===== config.mk =====
export PLATFORM = sky130hd
export DESIGN_NAME = pscr_config_bank
export DESIGN_NICKNAME = d
export VERILOG_FILES = /design/src/design/pscr_config_bank.v
export VERILOG_INCLUDE_DIRS = /design/src /design/src/design
export SDC_FILE = /design/constraint.sdc
export NUM_CORES = 1
export LEC_CHECK = 0
export ABC_AREA = 1
export BUFFER_PORTS_ARGS = -buffer_cell sky130_fd_sc_hd__buf_4
export CORE_UTILIZATION = 49
export CTS_CLUSTER_DIAMETER = 50
export CTS_CLUSTER_SIZE = 20
export DETAILED_ROUTE_END_ITERATION = 16
export PLACE_DENSITY_LB_ADDON = 0.15
export SYNTH_ARGS = -nofsm -noshare
export SYNTH_HDL_FRONTEND = slang
export SYNTH_SLANG_ARGS = --single-unit

===== constraint.sdc =====
create_clock -name core_clk_i -period 2.9 [get_ports core_clk_i]
set_input_delay 0.58 -clock core_clk_i [delete_from_list [all_inputs] [get_ports core_clk_i]]
set_output_delay 0.58 -clock core_clk_i [all_outputs]
set_load 0.1 [all_outputs]

===== src/design/pscr_map.vh =====
// pscr_map.vh: register map, field positions and reset values for the synth config bank
// assumes: included by the config bank module only
`ifndef PSCR_MAP_VH
`define PSCR_MAP_VH

// ************************************************************
// frame layout
// ************************************************************
`define PSCR_FRAME_BITS     32
`define PSCR_DATA_BITS      27
`define PSCR_ADDR_MSB       30
`define PSCR_ADDR_LSB       27
`define PSCR_MODE_BIT       31

// ************************************************************
// register addresses
// ************************************************************
`define PSCR_ADDR_MASTER    4'h0
`define PSCR_ADDR_REFLEAK   4'h3
`define PSCR_ADDR_LOCKOSC   4'h4
`define PSCR_ADDR_LOWPWR    4'h5
`define PSCR_ADDR_CALMOD    4'h6
`define PSCR_ADDR_FASTLOCK  4'h7

// ************************************************************
// field positions and calibrator divider maximum
// ************************************************************
`define PSCR_SHADOW_BIT     26
`define PSCR_PD_BIT         25
`define PSCR_DETECTOR_DELAY_VALUE_MSB    20
`define PSCR_DETECTOR_DELAY_VALUE_LSB    19
`define PSCR_CALDIV_MAX     9'h1ff

// ************************************************************
// reset values
// ************************************************************
`define PSCR_RST_REFLEAK    27'h0000001
`define PSCR_RST_LOCKOSC    27'h0000100
`define PSCR_RST_ZERO       27'h0000000

`endif


===== src/design/pscr_config_bank.v =====
// pscr_config_bank.v: serial-programmed configuration register bank of the synthesizer
// assumes: serial clock, data and latch lines come asynchronously from the host;
// core_clk_i at 125 MHz samples them, so the serial clock must stay below ~30 MHz
`include "pscr_map.vh"

// Summary of operation
// (RL1) with shadow bit set, written data waits until master register is written; here only the reference/leakage register does so
// (RL2) power-down bit turns off all blocks except regulators; here it forces off only the internal oscillator, external buffer and RF output
// (RL3) leakage code scales linearly, 10 or 20 uA step, zero gives none
// (RL4) leakage direction: zero sinks current, one sources current
// (RL5) down-split enable turns on pulse current sized by master delay field
// (RL6) delay mode: none, feedback path, reference path; code 11 reserved
// (RL7) reference path: direct, doubled, divide by two, divide by four
// (RL8) reference divider field sets ratio directly, host writes 1 to 8191
// (RL9) external oscillator enable powers internal oscillators down
// (RL10) host limits amplitude code to 010 on low core supply
// (RL11) host sets calibrator mode bit by supply and frequency
// (RL12) gain compensation active unless its disable bit is one
// (RL13) polarity bit selects standard or inverted detector polarity
// (RL14) reference buffer: differential, crystal, single ended; 00 reserved
// (RL15) mute enable turns RF outputs off while loop unlocked
// (RL16) lock indicator polarity bit inverts the indicator level
// (RL17) lock window is 2 ns times code plus one
// (RL18) lock count codes map to 4,8,16,64,256,1024,2048,4096
// (RL19) three low-power bits for output buffer, demux, reference buffer
// (RL20) modulator order 3,2,1,4 by code; separate dither enable bit
// (RL21) precharge slots one to four; accuracy bit adds two slots
// (RL22) calibrator divider 1 to 511; zero acts as 511
// (RL23) frame is mode bit, four address bits, 27 data bits
// (RL24) data captured on rising serial clock edge
// (RL25) non-shadowed register applies its data at latch enable
module pscr_config_bank
(
	input  wire        core_clk_i,
	input  wire        reset_i,
	input  wire        ser_clk_i,
	input  wire        ser_data_i,
	input  wire        latch_en_i,
	input  wire        loop_locked_i,
	output reg  [26:0] master_register_o,
	output reg  [26:0] reference_and_leakage_control_o,
	output reg  [26:0] lock_and_oscillator_settings_o,
	output reg  [26:0] low_power_control_o,
	output reg  [26:0] calibrator_and_modulator_control_o,
	output reg  [26:0] fast_lock_and_output_pin_control_o,
	output reg         chip_power_down_o,
	output reg  [9:0]  leak_current_ua_o,
	output reg         leak_source_o,
	output reg  [1:0]  down_split_level_o,
	output reg         delay_feedback_o,
	output reg         delay_reference_o,
	output reg  [2:0]  ref_path_mult_o,
	output reg  [12:0] ref_divider_o,
	output reg         internal_osc_enable_o,
	output reg         external_buffer_enable_o,
	output reg         gain_compensation_o,
	output reg         detector_inverted_o,
	output reg  [1:0]  reference_buffer_select_o,
	output reg         rf_output_enable_o,
	output reg         lock_indicator_o,
	output reg  [4:0]  lock_window_ns_o,
	output reg  [12:0] lock_count_o,
	output reg  [2:0]  lp_flags_o,
	output reg  [2:0]  modulator_order_o,
	output reg         dither_enable_o,
	output reg  [2:0]  cal_slots_o,
	output reg  [8:0]  cal_divider_o,
	output reg         frame_read_o
);

	// ************************************************************
	// input synchronisers and edge detect
	// ************************************************************
	reg [1:0] sck_sync_q;
	reg [1:0] sdi_sync_q;
	reg [1:0] le_sync_q;
	reg       sck_prev_q;
	reg       le_prev_q;
	wire      sck_rise = sck_sync_q[1] & ~sck_prev_q;
	wire      le_rise  = le_sync_q[1] & ~le_prev_q;

	always @(posedge core_clk_i)
	begin
		if (reset_i)
		begin
			sck_sync_q <= 2'h0;
			sdi_sync_q <= 2'h0;
			le_sync_q  <= 2'h0;
			sck_prev_q <= 1'b0;
			le_prev_q  <= 1'b0;
		end
		else
		begin
			sck_sync_q <= {sck_sync_q[0], ser_clk_i};
			sdi_sync_q <= {sdi_sync_q[0], ser_data_i};
			le_sync_q  <= {le_sync_q[0], latch_en_i};
			sck_prev_q <= sck_sync_q[1];
			le_prev_q  <= le_sync_q[1];
		end
	end

	// ************************************************************
	// shift register and frame decode
	// ************************************************************
	reg  [31:0] shift_q;
	reg  [5:0]  bit_cnt_q;
	reg  [26:0] sh_reflk_q;
	reg         sh_reflk_pend_q;
	wire [3:0]  fr_addr  = shift_q[`PSCR_ADDR_MSB:`PSCR_ADDR_LSB];
	wire [26:0] fr_data  = shift_q[26:0];
	wire        fr_ok    = le_rise && (bit_cnt_q == 6'h20); // [RL23]
	wire        fr_write = fr_ok & ~shift_q[`PSCR_MODE_BIT];

	always @(posedge core_clk_i)
	begin
		if (reset_i)
		begin
			shift_q   <= 32'h0;
			bit_cnt_q <= 6'h0;
		end
		else if (le_rise)
			bit_cnt_q <= 6'h0;
		else if (sck_rise)
		begin
			shift_q <= {shift_q[30:0], sdi_sync_q[1]}; // [RL24]
			if (bit_cnt_q != 6'h3f)
				bit_cnt_q <= bit_cnt_q + 6'h01;
		end
	end

	// ************************************************************
	// register storage
	// ************************************************************
	// only the leakage/reference register honours the shadow bit here
	always @(posedge core_clk_i)
	begin
		if (reset_i)
		begin
			master_register_o                  <= `PSCR_RST_ZERO;
			reference_and_leakage_control_o    <= `PSCR_RST_REFLEAK;
			lock_and_oscillator_settings_o     <= `PSCR_RST_LOCKOSC;
			low_power_control_o                <= `PSCR_RST_ZERO;
			calibrator_and_modulator_control_o <= `PSCR_RST_ZERO;
			fast_lock_and_output_pin_control_o <= `PSCR_RST_ZERO;
			sh_reflk_q                         <= `PSCR_RST_ZERO;
			sh_reflk_pend_q                    <= 1'b0;
			frame_read_o                       <= 1'b0;
		end
		else
		begin
			frame_read_o <= fr_ok & shift_q[`PSCR_MODE_BIT];
			if (fr_write)
			begin
				case (fr_addr)
					`PSCR_ADDR_MASTER:
					begin
						master_register_o <= fr_data;
						if (sh_reflk_pend_q)
						begin
							reference_and_leakage_control_o <= sh_reflk_q; // [RL1]
							sh_reflk_pend_q                 <= 1'b0;
						end
					end
					`PSCR_ADDR_REFLEAK:
					begin
						if (fr_data[`PSCR_SHADOW_BIT])
						begin
							sh_reflk_q      <= fr_data; // [RL1]
							sh_reflk_pend_q <= 1'b1;
						end
						else
							reference_and_leakage_control_o <= fr_data; // [RL25]
					end
					`PSCR_ADDR_LOCKOSC:  lock_and_oscillator_settings_o     <= fr_data; // [RL25]
					`PSCR_ADDR_LOWPWR:   low_power_control_o                <= fr_data;
					`PSCR_ADDR_CALMOD:   calibrator_and_modulator_control_o <= fr_data;
					`PSCR_ADDR_FASTLOCK: fast_lock_and_output_pin_control_o <= fr_data;
					default:             frame_read_o                       <= 1'b0;
				endcase
			end
		end
	end

	// ************************************************************
	// field decode
	// ************************************************************
	function [12:0] lock_count_f;
		input [2:0] code;
		begin
			case (code)
				3'h0:    lock_count_f = 13'h0004;
				3'h1:    lock_count_f = 13'h0008;
				3'h2:    lock_count_f = 13'h0010;
				3'h3:    lock_count_f = 13'h0040;
				3'h4:    lock_count_f = 13'h0100;
				3'h5:    lock_count_f = 13'h0400;
				3'h6:    lock_count_f = 13'h0800;
				default: lock_count_f = 13'h1000;
			endcase
		end
	endfunction

	// ratio in half units: 4=doubled, 2=direct, 1=div2, 0=div4 marker
	function [2:0] ref_path_f;
		input [1:0] code;
		begin
			case (code)
				2'h0:    ref_path_f = 3'h2;
				2'h1:    ref_path_f = 3'h4;
				2'h2:    ref_path_f = 3'h1;
				default: ref_path_f = 3'h0;
			endcase
		end
	endfunction

	function [2:0] mod_order_f;
		input [1:0] code;
		begin
			case (code)
				2'h0:    mod_order_f = 3'h3;
				2'h1:    mod_order_f = 3'h2;
				2'h2:    mod_order_f = 3'h1;
				default: mod_order_f = 3'h4;
			endcase
		end
	endfunction

	// 31 x 20 uA = 620 still fits ten bits
	function [9:0] leak_ua_f;
		input [4:0] code;
		input       dbl;
		begin
			leak_ua_f = {5'h0, code} * (dbl ? 10'd20 : 10'd10);
		end
	endfunction

	function [4:0] lock_window_f;
		input [2:0] code;
		begin
			lock_window_f = {1'b0, code, 1'b0} + 5'h02;
		end
	endfunction

	function [8:0] cal_div_f;
		input [8:0] code;
		begin
			cal_div_f = (code == 9'h0) ? `PSCR_CALDIV_MAX : code;
		end
	endfunction

	wire [26:0] rl = reference_and_leakage_control_o;
	wire [26:0] lo = lock_and_oscillator_settings_o;
	wire [26:0] cm = calibrator_and_modulator_control_o;
	wire        locked_raw = loop_locked_i;

	// registered so downstream analog controls see glitch-free levels
	always @(posedge core_clk_i)
	begin
		if (reset_i)
		begin
			chip_power_down_o         <= 1'b0;
			leak_current_ua_o         <= 10'h0;
			leak_source_o             <= 1'b0;
			down_split_level_o        <= 2'h0;
			delay_feedback_o          <= 1'b0;
			delay_reference_o         <= 1'b0;
			ref_path_mult_o           <= 3'h2;
			ref_divider_o             <= 13'h0001;
			internal_osc_enable_o     <= 1'b1;
			external_buffer_enable_o  <= 1'b0;
			gain_compensation_o       <= 1'b1;
			detector_inverted_o       <= 1'b0;
			reference_buffer_select_o <= 2'h1;
			rf_output_enable_o        <= 1'b1;
			lock_indicator_o          <= 1'b0;
			lock_window_ns_o          <= 5'h02;
			lock_count_o              <= 13'h0004;
			lp_flags_o                <= 3'h0;
			modulator_order_o         <= 3'h3;
			dither_enable_o           <= 1'b0;
			cal_slots_o               <= 3'h1;
			cal_divider_o             <= `PSCR_CALDIV_MAX;
		end
		else
		begin
			chip_power_down_o  <= rl[`PSCR_PD_BIT]; // [RL2]
			leak_current_ua_o  <= leak_ua_f(rl[23:19], rl[24]); // [RL3]
			leak_source_o      <= rl[18]; // [RL4]
			down_split_level_o <= rl[17] ?
				master_register_o[`PSCR_DETECTOR_DELAY_VALUE_MSB:`PSCR_DETECTOR_DELAY_VALUE_LSB] : 2'h0; // [RL5]
			delay_feedback_o   <= (rl[16:15] == 2'h1); // [RL6]
			delay_reference_o  <= (rl[16:15] == 2'h2); // [RL6]
			ref_path_mult_o           <= ref_path_f(rl[14:13]); // [RL7]
			ref_divider_o             <= rl[12:0]; // [RL8]
			external_buffer_enable_o  <= lo[19] & ~rl[`PSCR_PD_BIT]; // [RL9]
			internal_osc_enable_o     <= ~lo[19] & ~rl[`PSCR_PD_BIT]; // [RL9] [RL2]
			gain_compensation_o       <= ~lo[11]; // [RL12]
			detector_inverted_o       <= lo[10]; // [RL13]
			reference_buffer_select_o <= lo[9:8]; // [RL14]
			rf_output_enable_o <= ~rl[`PSCR_PD_BIT] & ~(lo[7] & ~locked_raw); // [RL15] [RL2]
			lock_indicator_o   <= locked_raw ^ lo[6]; // [RL16]
			lock_window_ns_o   <= lock_window_f(lo[5:3]); // [RL17]
			lock_count_o       <= lock_count_f(lo[2:0]); // [RL18]
			lp_flags_o         <= {low_power_control_o[4], low_power_control_o[2],
				low_power_control_o[0]}; // [RL19]
			modulator_order_o <= mod_order_f(cm[23:22]); // [RL20]
			dither_enable_o <= cm[26]; // [RL20]
			cal_slots_o     <= {1'b0, cm[11:10]} + 3'h1 + (cm[9] ? 3'h2 : 3'h0); // [RL21]
			cal_divider_o   <= cal_div_f(cm[8:0]); // [RL22]
		end
	end

endmodule // pscr_config_bank


# Word-level counts from Yosys, hierarchy flattened
# Cells that the tools add are included.
word_totals:
  regBits: 314
  latch_bits: 0
  mem_bits_rw: 0
  mem_bits_ro: 0
  elab_cells: 117
  memories: 0
op_classes:
  addsub: 4
  n_mul: 1
  div_mod_pow: 0
  order_cmp: 0
  eq_ne: 22
  shifts: 0
  n_mux: 12
  bitwise: 19
  n_reduce_logical: 21
op_table:
  columns: ["op", "n"]
  rows:
  - ["$pmux 13 s7", 1]
  - ["$mux 27", 2]
  - ["$pmux 27 s2", 1]
  - ["$pmux 3 s3", 2]
  - ["$eq 4x3->1 const B", 4]
  - ["$reduce_and 2->1", 7]
  - ["$mul 5x5->10", 1]
  - ["$not 1->1", 10]
  - ["$eq 3x3->1 const B", 3]
  - ["$logic_not 9->1", 1]
  - ["$and 1x1->1", 8]
  - ["$add 6x1->6 const B", 1]
  - ["$eq 2x1->1 const B", 3]
  - ["$eq 2x2->1 const B", 3]
  - ["$eq 3x2->1 const B", 2]
  - ["$eq 6x6->1 const B", 1]
  - ["$ne 2x2->1 const B", 3]
  - ["$ne 6x6->1 const B", 1]
  - ["$reduce_and 3->1", 2]
  - ["$reduce_or 2->1", 3]
  - ["$reduce_or 6->1", 1]
  - ["$add 4x2->5 const B", 1]
  - ["$mux 5", 1]
  - ["$eq 4x2->1 const B", 1]
  - ["other kinds (13)", 16]

# Longest topological paths before layout
# Gate-level depths: netlist of run 1.
depth:
  ltp_word: 6
  ltp_mapped: 16
  mapped_depth_nobuf: 16

# Worst setup path after synthesis of run 1
# OpenSTA, ideal clock, no wires.
synth_path:
  path_type: "register -> register"
  from: "register reference_and_leakage_control_o[24]"
  to: "register leak_current_ua_o[8]"
  setup_time_ns: 0.119
  t_arrival_ns: 3.441
  t_required_ns: 2.781
  slack_ns: -0.660
  stages_incl_launch_ff: 14
  cell_sequence: "dfxtp_1 > clkbuf_1 > nand2_1 > o21ai_0 > ha_1 > fa_1 > ha_1 > fa_1 > nand2_1 > inv_1 > o21ai_0 > nand2_1 > o21ai_0 > a21oi_1"
synth_via:
  elab_chain_len: 2
synth_rtl:
  columns: ["item", "line_no", "source"]
  rows:
  - ["start: declaration", "pscr_config_bank.v:41", "output reg [26:0] reference_and_leakage_control_o,"]
  - ["start signal: assignment", "pscr_config_bank.v:140", "reference_and_leakage_control_o <= `PSCR_RST_REFLEAK;"]
  - ["start signal: assignment", "pscr_config_bank.v:160", "reference_and_leakage_control_o <= sh_reflk_q;"]
  - ["start signal: assignment", "pscr_config_bank.v:172", "reference_and_leakage_control_o <= fr_data;"]
  - ["$mux 5", "pscr_config_bank.v:233", "leak_ua_f = {5'h0, code} * (dbl ? 10'd20 : 10'd10);"]
  - ["$mul 5x5->10", "pscr_config_bank.v:233", null]
  - ["end signal: assignment", "pscr_config_bank.v:287", "leak_current_ua_o <= leak_ua_f(rl[23:19], rl[24]);"]
  - ["end: declaration", "pscr_config_bank.v:47", "output reg [9:0] leak_current_ua_o,"]
# No other way between the ends.
# A chain may end at the register's enable or synchronous reset.

# Final worst setup path of run 1
# Ends and elaborated chain as after synthesis.

==> out/results.ini, run 1 <==
[outcome]
run_status=finished, final reports clean

[critical_path]
start_kind=flip-flop
worst-r2r-cell-count=15
worstSetupEndpointType=flip-flop
crit_type=reg2reg
timing.critical_path.buf_inv=5
cp_common_cell=inv_1
r2r-end=leak_current_ua_o[8]
critPathTopFamily=adder cells
path_cells=clkbuf_2 -> nand2_1 -> inv_1 -> ha_1 -> inv_1 -> fa_1 -> inv_1 -> ha_1 -> fa_2 -> nand2_1 -> inv_1 -> o21ai_1 -> nand2_1 -> o21ai_1 -> a21oi_1
startpoint=reference_and_leakage_control_o[24]
slowest_stage=fa_1
critPathArrivalTime_ns=3.10
r2r_start=reference_and_leakage_control_o[24]
critPathMaxFanout=6
slowest_delay_ns=0.52
required_ns=3.37
r2r_slack_ns=0.27

[synthesis]
ys.flop_type=dfxtp_1
yosys_warnings=0
synth_edf_count=0
ys_seq_area_share_pct=52.6
postSynth.asyncResetShare_pct=0
syn_area_mm2=0.0117
synth_seq_cells=307
synthCells=1511
ys_types=36
syn_avg_cell_area_um2=7.73

[placement]
pre_cts_slack_ns=0.104
place_inst=1974
hpwl_um=21100
place.gp.congestion=0.815
io_buffers=238
post_dp_cell_area_mm2=0.0136

[routing]
drt_pre_antenna_iters=5
viasPerCell=5.01
ant_nets=0
drc=0
routed-via-count=10179
drt-total-wl_um=32900
drtIter0Drc=759
post_drt_wl_per_cell_um=16.2

[floorplan]
ioPinCount=246
start_util_pct=49.9
core_mm2=0.0234
dieArea_mm2=0.0244
fp.dieW_um=156
die_h_um=156
rows=56

[global_routing]
grt_pass1_wl_um=51100
grt_max_degree=73
antenna_found_initial=0
grt_use_total_pct=26.8
grt_overflow=0
grt_pass1_vias=9124

[sta]
finClkSkew_ns=0.0343
max_freq_ghz=0.380
period_share_pct=90.8
slew_headroom_pct=52.0
fin_crit_ns=2.63
hold_slack_ns=0.213
worst_pin_slew_ns=0.719
hold_viol_final=0
rsz0062_at_grt=no
fin_setup_tns_ns=0
timing.final.ws_setup_ns=0.268
slew_violations=0
finalSetupViolCount=0

[worst_hold_path]
min_path_type=in2reg
hold_path_depth=3
hold_start=ser_clk_i
holdPathEnd=sck_sync_q[0]

[final_layout]
final_common_cell=dfxtp_1
syn_to_final_growth_pct=25.6
final_cells=2032
nets=1719
final_cell_mix=dfxtp_1, buf_4, nand2_1
final_area_mm2=0.0147
drive_gt1_share_pct=20.6
num_antenna_cells=0

[clock_tree]
root_buffer=clkbuf_16
clk_latency_ns=0.58
h-tree-depth=1
cts.reportedPaths.clkPinSlew_ns=0.08
cts_tree=built
clock_sinks=307
cts_buffers=30
cts_buffer_depth=3

[pwr]
p_per_area_mw_per_mm2=596
p_leak_nw=6.35
vdd_drop_max_v=0.000434

[flow_run]
cap_violations=0

[worst max path at each step]
stage	endpoint	depth (start not counted)	slack, ns
final	leak_current_ua_o[8]	15	0.27
after global routing	leak_current_ua_o[8]	15	0.04
after CTS	leak_current_ua_o[8]	15	0.12
after detailed placement	leak_current_ua_o[8]	15	0.10
after global placement	leak_current_ua_o[8]	15	0.12
after floorplan	leak_current_ua_o[8]	13	0.005
[registers in the layout, summed over array words and instances (netlist names), 4 cells and up]
| signal | count |
|---|---|
| bit_cnt_q | 6 |
| cal_divider_o | 9 |
| calibrator_and_modulator_control_o | 27 |
| fast_lock_and_output_pin_control_o | 27 |
| leak_current_ua_o | 9 |
| lock_and_oscillator_settings_o | 27 |
| lock_count_o | 8 |
| lock_window_ns_o | 4 |
| low_power_control_o | 27 |
| master_register_o | 27 |
| ref_divider_o | 13 |
| reference_and_leakage_control_o | 27 |
| sh_reflk_q | 27 |
| shift_q | 32 |
[layout make-up]
type,instances,area (µm²)
clock buffer,31,764
clock inverter,25,310
fill,2101,8740
inverter,163,613
multi-input combinational,926,4430
sequential,307,6160
tap,319,399
timing repair buffer,261,1980
[cells in the mapped netlist, types with 2 or more instances]
cell type  number  area share [%]
dfxtp_1       307              53
nand2_1       246             7.9
nor2_1        190             6.1
inv_1         157             5.0
a21oi_1       154             6.6
nand3_1       138             5.9
o21ai_0       122             5.2
clkbuf_1       79             2.5
buf_2          30             1.3
ha_1           19             2.0
buf_4           9            0.58
nor3_1          9            0.39
inv_2           6            0.19
fa_1            5            0.86
nand2_2         5            0.27
nor2_2          4            0.21
or2_2           4            0.21
buf_1           3           0.096
xnor2_1         3            0.23
and3_1          2            0.11
conb_1          2           0.064
nand2_4         2            0.19
nor3_4          2            0.28
[worst min-delay path: stages]
cell    delay [ns]
buf_4         0.08
inv_1         0.03
nor2_1        0.07
[power breakdown]
group          internal [mW]  leakage, nW  switching (mW)
Sequential              4.24         2.48          0.0902
Combinational         0.0510         3.35           0.192
Clock                   2.23        0.517            1.93
[per-layer routing]
| layer | track usage (%) | vias to the layer above | routed length (µm) |
|---|---|---|---|
| li1 | - | 5128 | - |
| met1 | 35.6 | 4656 | 14300 |
| met3 | 6.84 | 66 | 2810 |
| met5 | 0 | - | 0 |
| met2 | 42.6 | 329 | 14900 |
| met4 | 8.36 | 0 | 922 |
[logic make-up after synthesis]
kind of cell    share of synthesized area, %
compound gates                          12.1
simple gates                            22.2
other cells                           0.0643
flops                                   52.6
fa+ha+maj                               2.89
buf+inv                                 9.88
xor+xnor                               0.225
[metrics by stage]
| step | util (%) | total power [mW] |
|---|---|---|
| after floorplan | - | 4.58 |
| final | 62.6 | 8.73 |
| after global routing | 62.6 | 8.98 |
| after global placement | 58.0 | 4.67 |
| after CTS | 62.6 | 8.78 |
| after detailed placement | 58.0 | 4.67 |
[repair_timing]
item,CTS,global route
hold buffers,0,0
buffers inserted,0,2
gates resized for setup,0,4
endpoints found under the setup margin,0,2
Power figures use the tool's default switching activity.
==> inputs of run 2 (changes only) <==
Settings changed: PLACE_DENSITY from default to 0.76, PLACE_DENSITY_LB_ADDON 0.15 to default.
==> out/results.ini, run 2 (synthesized netlist as in run 1, its figures left out) <==
[outcome]
run_status=finished, final reports clean

[floorplan]
dieArea_mm2=0.0244  ; unchanged
ioPinCount=246  ; unchanged
die_h_um=156  ; unchanged
core_mm2=0.0234  ; unchanged
start_util_pct=49.9  ; unchanged
rows=56  ; unchanged
fp.dieW_um=156  ; unchanged

[sta]
finalSetupViolCount=0  ; unchanged
worst_pin_slew_ns=0.925  ; +0.207 ns
period_share_pct=93.6  ; +2.8 points
finClkSkew_ns=0.0177  ; -0.0167 ns
slew_headroom_pct=38.2  ; -14 points
hold_viol_final=0  ; unchanged
slew_violations=0  ; unchanged
rsz0062_at_grt=no
fin_crit_ns=2.71  ; +0.0820 ns
fin_setup_tns_ns=0  ; unchanged
max_freq_ghz=0.368  ; -3.0%

[pwr]
seq_power_share_pct=48.6  ; -1.0 points
cell_internal_pwr_mw=6.75  ; +3.6%
vdd_drop_max_v=0.000395  ; -9.1%
swShare_pct=24.2  ; -1.2 points
combPwrFrac_pct=2.7  ; about the same
p_sw_mw=2.15  ; -2.8%
p_per_area_mw_per_mm2=606  ; +1.8%
power.share.clock_pct=48.6  ; +1.0 points
total_power_mw=8.90  ; +2.0%
p_leak_nw=6.37  ; +0.36%

[critical_path]
critPathTopFamily=adder cells
worst-r2r-cell-count=15  ; unchanged
required_ns=3.36  ; about the same
worstSetupEndpointType=flip-flop
r2r_start=reference_and_leakage_control_o[24]
start_kind=flip-flop
slowest_delay_ns=0.52  ; about the same
slowest_stage=fa_1
path_cells=clkbuf_2 -> nand2_1 -> inv_1 -> ha_1 -> inv_1 -> fa_1 -> inv_1 -> ha_1 -> fa_1 -> nand2_1 -> inv_1 -> o21ai_1 -> nand2_1 -> o21ai_1 -> a21oi_1
worstSetupPathDepth=15  ; unchanged
endpoint=leak_current_ua_o[8]
crit_type=reg2reg
cp_common_cell=inv_1
critPathArrivalTime_ns=3.17  ; +0.07 ns
critPathMaxFanout=6  ; unchanged
startpoint=reference_and_leakage_control_o[24]
r2r-end=leak_current_ua_o[8]
r2r_slack_ns=0.19  ; -0.08 ns
timing.critical_path.buf_inv=5  ; unchanged

[routing]
drt_pre_antenna_iters=7  ; +2
drt-total-wl_um=32900  ; about the same
drtIter0Drc=822  ; +8.3%
ant_nets=0  ; unchanged
post_drt_wl_per_cell_um=16.2  ; about the same
routed-via-count=10303  ; +1.2%
viasPerCell=5.08  ; +1.3%
drc=0  ; unchanged

[global_routing]
grt_max_degree=157  ; +120%
grt_overflow=0  ; unchanged
grt_pass1_vias=9450  ; +3.6%
antenna_found_initial=0  ; unchanged
grt_pass1_wl_um=50800  ; -0.59%
grt_use_total_pct=26.6  ; -0.18 points

[placement]
place.gp.congestion=0.834  ; +2.3%
place_inst=1970  ; -0.20%
io_buffers=238  ; unchanged
hpwl_um=20900  ; -1.1%

[final_layout]
num_antenna_cells=0  ; unchanged
top_register=shift_q
largest_reg_flops=32  ; unchanged
nets=1716  ; -0.17%
final_core_util_pct=62.8  ; +0.13 points
final_cells=2030  ; -0.098%
final_cell_mix=dfxtp_1, buf_4, nand2_1
drive_gt1_share_pct=20.4  ; -0.21 points
final_common_cell=dfxtp_1
syn_to_final_growth_pct=25.8

[clock_tree]
h-tree-depth=1  ; unchanged
clk_latency_ns=0.57  ; about the same
cts_buffers=31  ; +3.3%
root_buffer=clkbuf_16
cts.reportedPaths.clkPinSlew_ns=0.07  ; about the same
cts_buffer_depth=3  ; unchanged
clock_sinks=307  ; unchanged
cts_hold_buffers=0  ; unchanged
cts_tree=built

[worst_hold_path]
min_path_type=in2reg

[flow_run]
cap_violations=0  ; unchanged

run 2: repair_timing:
item,in CTS,in global routing
resized for setup,0,2
buffers inserted,0,2
endpoints found under the setup margin,0,1
run 2: cell type report:
type	count	area, µm²
clock inverters	24	324
clock buffers	34	807
fillers	2055	8710
flip-flops and latches	307	6160
well taps	319	399
repair buffers	257	1960
inverters	163	613
multi-input cells	926	4420
run 2: power by group through the flow:
stage          registers, mW  clock network [mW]  logic (mW)
6_report                4.33                4.33       0.244
5_1_grt                 4.33                4.55       0.267
4_1_cts                 4.33                4.38       0.242
3_5_place_dp            4.42                   0       0.242
3_3_place_gp            4.42                   0       0.239
2_1_floorplan           4.37                   0       0.208
run 2: per-stage QoR:
stage                     worst slack (ns)  hold slack (ns)  area, µm²
after CTS                           0.0918            0.195      14700
final                                0.186            0.217      14700
after detailed placement             0.116            0.398      13500
after global placement               0.127            0.400      13500
after global routing                0.0273            0.224      14700
after floorplan                    0.00467            0.388      11700
run 2: worst min-delay path by stage:
stage	depth (start not counted)	startpoint	to
floorplan	2	le_sync_q[0]	le_sync_q[1]
global placement	2	sck_sync_q[0]	sck_sync_q[1]
detailed placement	2	sdi_sync_q[0]	sdi_sync_q[1]
CTS	3	ser_clk_i	sck_sync_q[0]
global route	3	ser_clk_i	sck_sync_q[0]
finish	3	ser_clk_i	sck_sync_q[0]
run 2: worst min-delay path: cells and delay by family:
family	cells	cell delay [ns]
buffers and inverters	2	0.10
AND/OR/NAND/NOR	1	0.06
run 2: per-layer routing:
metal	GRT usage [%]	share of wire (%)	routed length, µm
met1	34.8	43	14000
met2	40.6	44	14400
met3	6.95	8.5	2800
met4	13.3	5.0	1640
met5	0	0	0
==> inputs of run 3 (changes only) <==
==> constraint.sdc (replaced) <==
create_clock -name core_clk_i -period 2.9 [get_ports core_clk_i]
set_input_delay 0 -clock core_clk_i [delete_from_list [all_inputs] [get_ports core_clk_i]]
set_output_delay 0 -clock core_clk_i [all_outputs]
set_load 0.1 [all_outputs]
==> out/results.ini, run 3 (synthesized netlist as in run 1, its figures left out) <==
[outcome]
run_status=finished, final reports clean

[pwr]
p_leak_nw=6.29  ; -1.3%
p_per_area_mw_per_mm2=576  ; -4.9%
vdd_drop_max_v=0.000464  ; +18%

[sta]
fin_setup_tns_ns=0  ; unchanged
slew_headroom_pct=47.3  ; +9.1 points
slew_violations=0  ; unchanged
hold_viol_final=0  ; unchanged
rsz0062_at_grt=no
period_share_pct=92.6  ; -1.0 points
worst_pin_slew_ns=0.791  ; -0.134 ns
max_freq_ghz=0.373  ; +1.1%
fin_crit_ns=2.68  ; -0.0294 ns
finalSetupViolCount=0  ; unchanged
finClkSkew_ns=0.0227  ; +0.00501 ns
timing.final.ws_setup_ns=0.216  ; +0.0294 ns

[floorplan]
dieArea_mm2=0.0244  ; unchanged
core_mm2=0.0234  ; unchanged
start_util_pct=49.9  ; unchanged
die_h_um=156  ; unchanged
ioPinCount=246  ; unchanged
rows=56  ; unchanged
fp.dieW_um=156  ; unchanged

[worst_hold_path]
min_path_type=in2reg

[global_routing]
grt_pass1_vias=9441  ; -0.095%
grt_max_degree=89  ; -43%
grt_use_total_pct=26.3  ; -0.32 points
antenna_found_initial=0  ; unchanged
grt_overflow=0  ; unchanged
grt_pass1_wl_um=50400  ; -0.81%

[final_layout]
top_register=shift_q
final_cell_mix=dfxtp_1, buf_4, nand2_1
final_common_cell=dfxtp_1
drive_gt1_share_pct=20.2  ; -0.22 points
nets=1718  ; +0.12%
num_antenna_cells=0  ; unchanged
largest_reg_flops=32  ; unchanged
final_core_util_pct=62.1  ; -0.65 points
final_cells=2029  ; -0.049%
syn_to_final_growth_pct=24.5

[routing]
drc=0  ; unchanged
viasPerCell=5.07  ; about the same
drt-total-wl_um=32700  ; -0.57%
routed-via-count=10288  ; -0.15%
drtIter0Drc=795  ; -3.3%
post_drt_wl_per_cell_um=16.1  ; -0.52%
ant_nets=0  ; unchanged
drt_pre_antenna_iters=7  ; unchanged

[placement]
io_buffers=238  ; unchanged
pre_cts_slack_ns=0.113  ; -0.00271 ns
place_inst=1971  ; +0.051%
place.gp.congestion=0.818  ; -1.9%
hpwl_um=21200  ; +1.4%

[clock_tree]
clk_latency_ns=0.55  ; -0.02 ns
h-tree-depth=1  ; unchanged
root_buffer=clkbuf_16
cts_buffers=28  ; -9.7%
cts_buffer_depth=3  ; unchanged
cts.reportedPaths.clkPinSlew_ns=0.07  ; about the same
cts_tree=built
clock_sinks=307  ; unchanged

[critical_path]
start_kind=flip-flop
critPathArrivalTime_ns=3.12  ; -0.05 ns
crit_type=reg2reg
required_ns=3.33  ; -0.03 ns
critPathMaxFanout=10  ; +4
worstSetupEndpointType=flip-flop

[flow_run]
cap_violations=0  ; unchanged

[run 3: cell types whose count changed in the layout (fill, tap and decap cells not counted), sizes merged]
| cell | change |
|---|---|
| dlygate4sd3 | +5 |
| inv | +4 |
| bufinv | -3 |
| clkinvlp | +2 |
| buf | +1 |
| clkinv | -5 |
| clkbuf | -5 |
[run 3: layout make-up]
cell class / count / area (µm²)
clock buffer: 30 / 739
clock inverter: 22 / 221
fill: 2079 / 8870
inverter: 163 / 613
multi-input combinational: 926 / 4420
sequential: 307 / 6160
tap: 319 / 399
timing repair buffer: 262 / 1980
[run 3: final timing paths]
check,start,to,slack [ns],depth (start not counted)
worst min register to register,sck_sync_q[0],sck_sync_q[1],0.40,2
worst max register to register,reference_and_leakage_control_o[24],leak_current_ua_o[8],0.22,15
worst min-delay path,latch_en_i,le_sync_q[0],0.22,4
worst max-delay path,reference_and_leakage_control_o[24],leak_current_ua_o[8],0.22,15
[run 3: report_power, final]
part           switching [mW]  internal [mW]  leakage, nW
Combinational           0.192         0.0510         3.35
Sequential             0.0883           4.24         2.48
Clock                    1.78           2.03        0.463
[run 3: metal layers]
metal	global-route usage (%)	vias to the layer above	routed length (µm)
met2	42.6	392	14700
met4	9.48	0	1260
met3	6.70	70	2910
met5	0	-	0
li1	-	5100	-
met1	33.8	4726	13800
[run 3: through the flow]
stage	hold WS (ns)	power [mW]	area [µm²]
global placement	0.205	4.66	13500
CTS	0.209	8.42	14500
detailed placement	0.206	4.66	13500
global route	0.250	8.61	14500
floorplan	0.107	4.58	11700
finish	0.224	8.38	14500
[run 3: what timing repair did]
item | CTS | global route
hold buffers | 5 | 0
setup endpoints to repair | 0 | 2
buffers inserted | 0 | 1
endpoints found under the hold margin | 43 | 0
gates resized for setup | 0 | 3
[run 3: critical path, stage by stage (launching register included)]
cell	delay, ns
dfxtp_4	0.39
inv_1	0.07
nand2_1	0.07
nand2_1	0.05
ha_1	0.27
inv_1	0.05
fa_1	0.53
inv_1	0.05
ha_2	0.19
fa_1	0.41
nand2_1	0.07
inv_1	0.04
o21ai_0	0.14
nand2_1	0.08
o21ai_1	0.12
a21oi_1	0.05
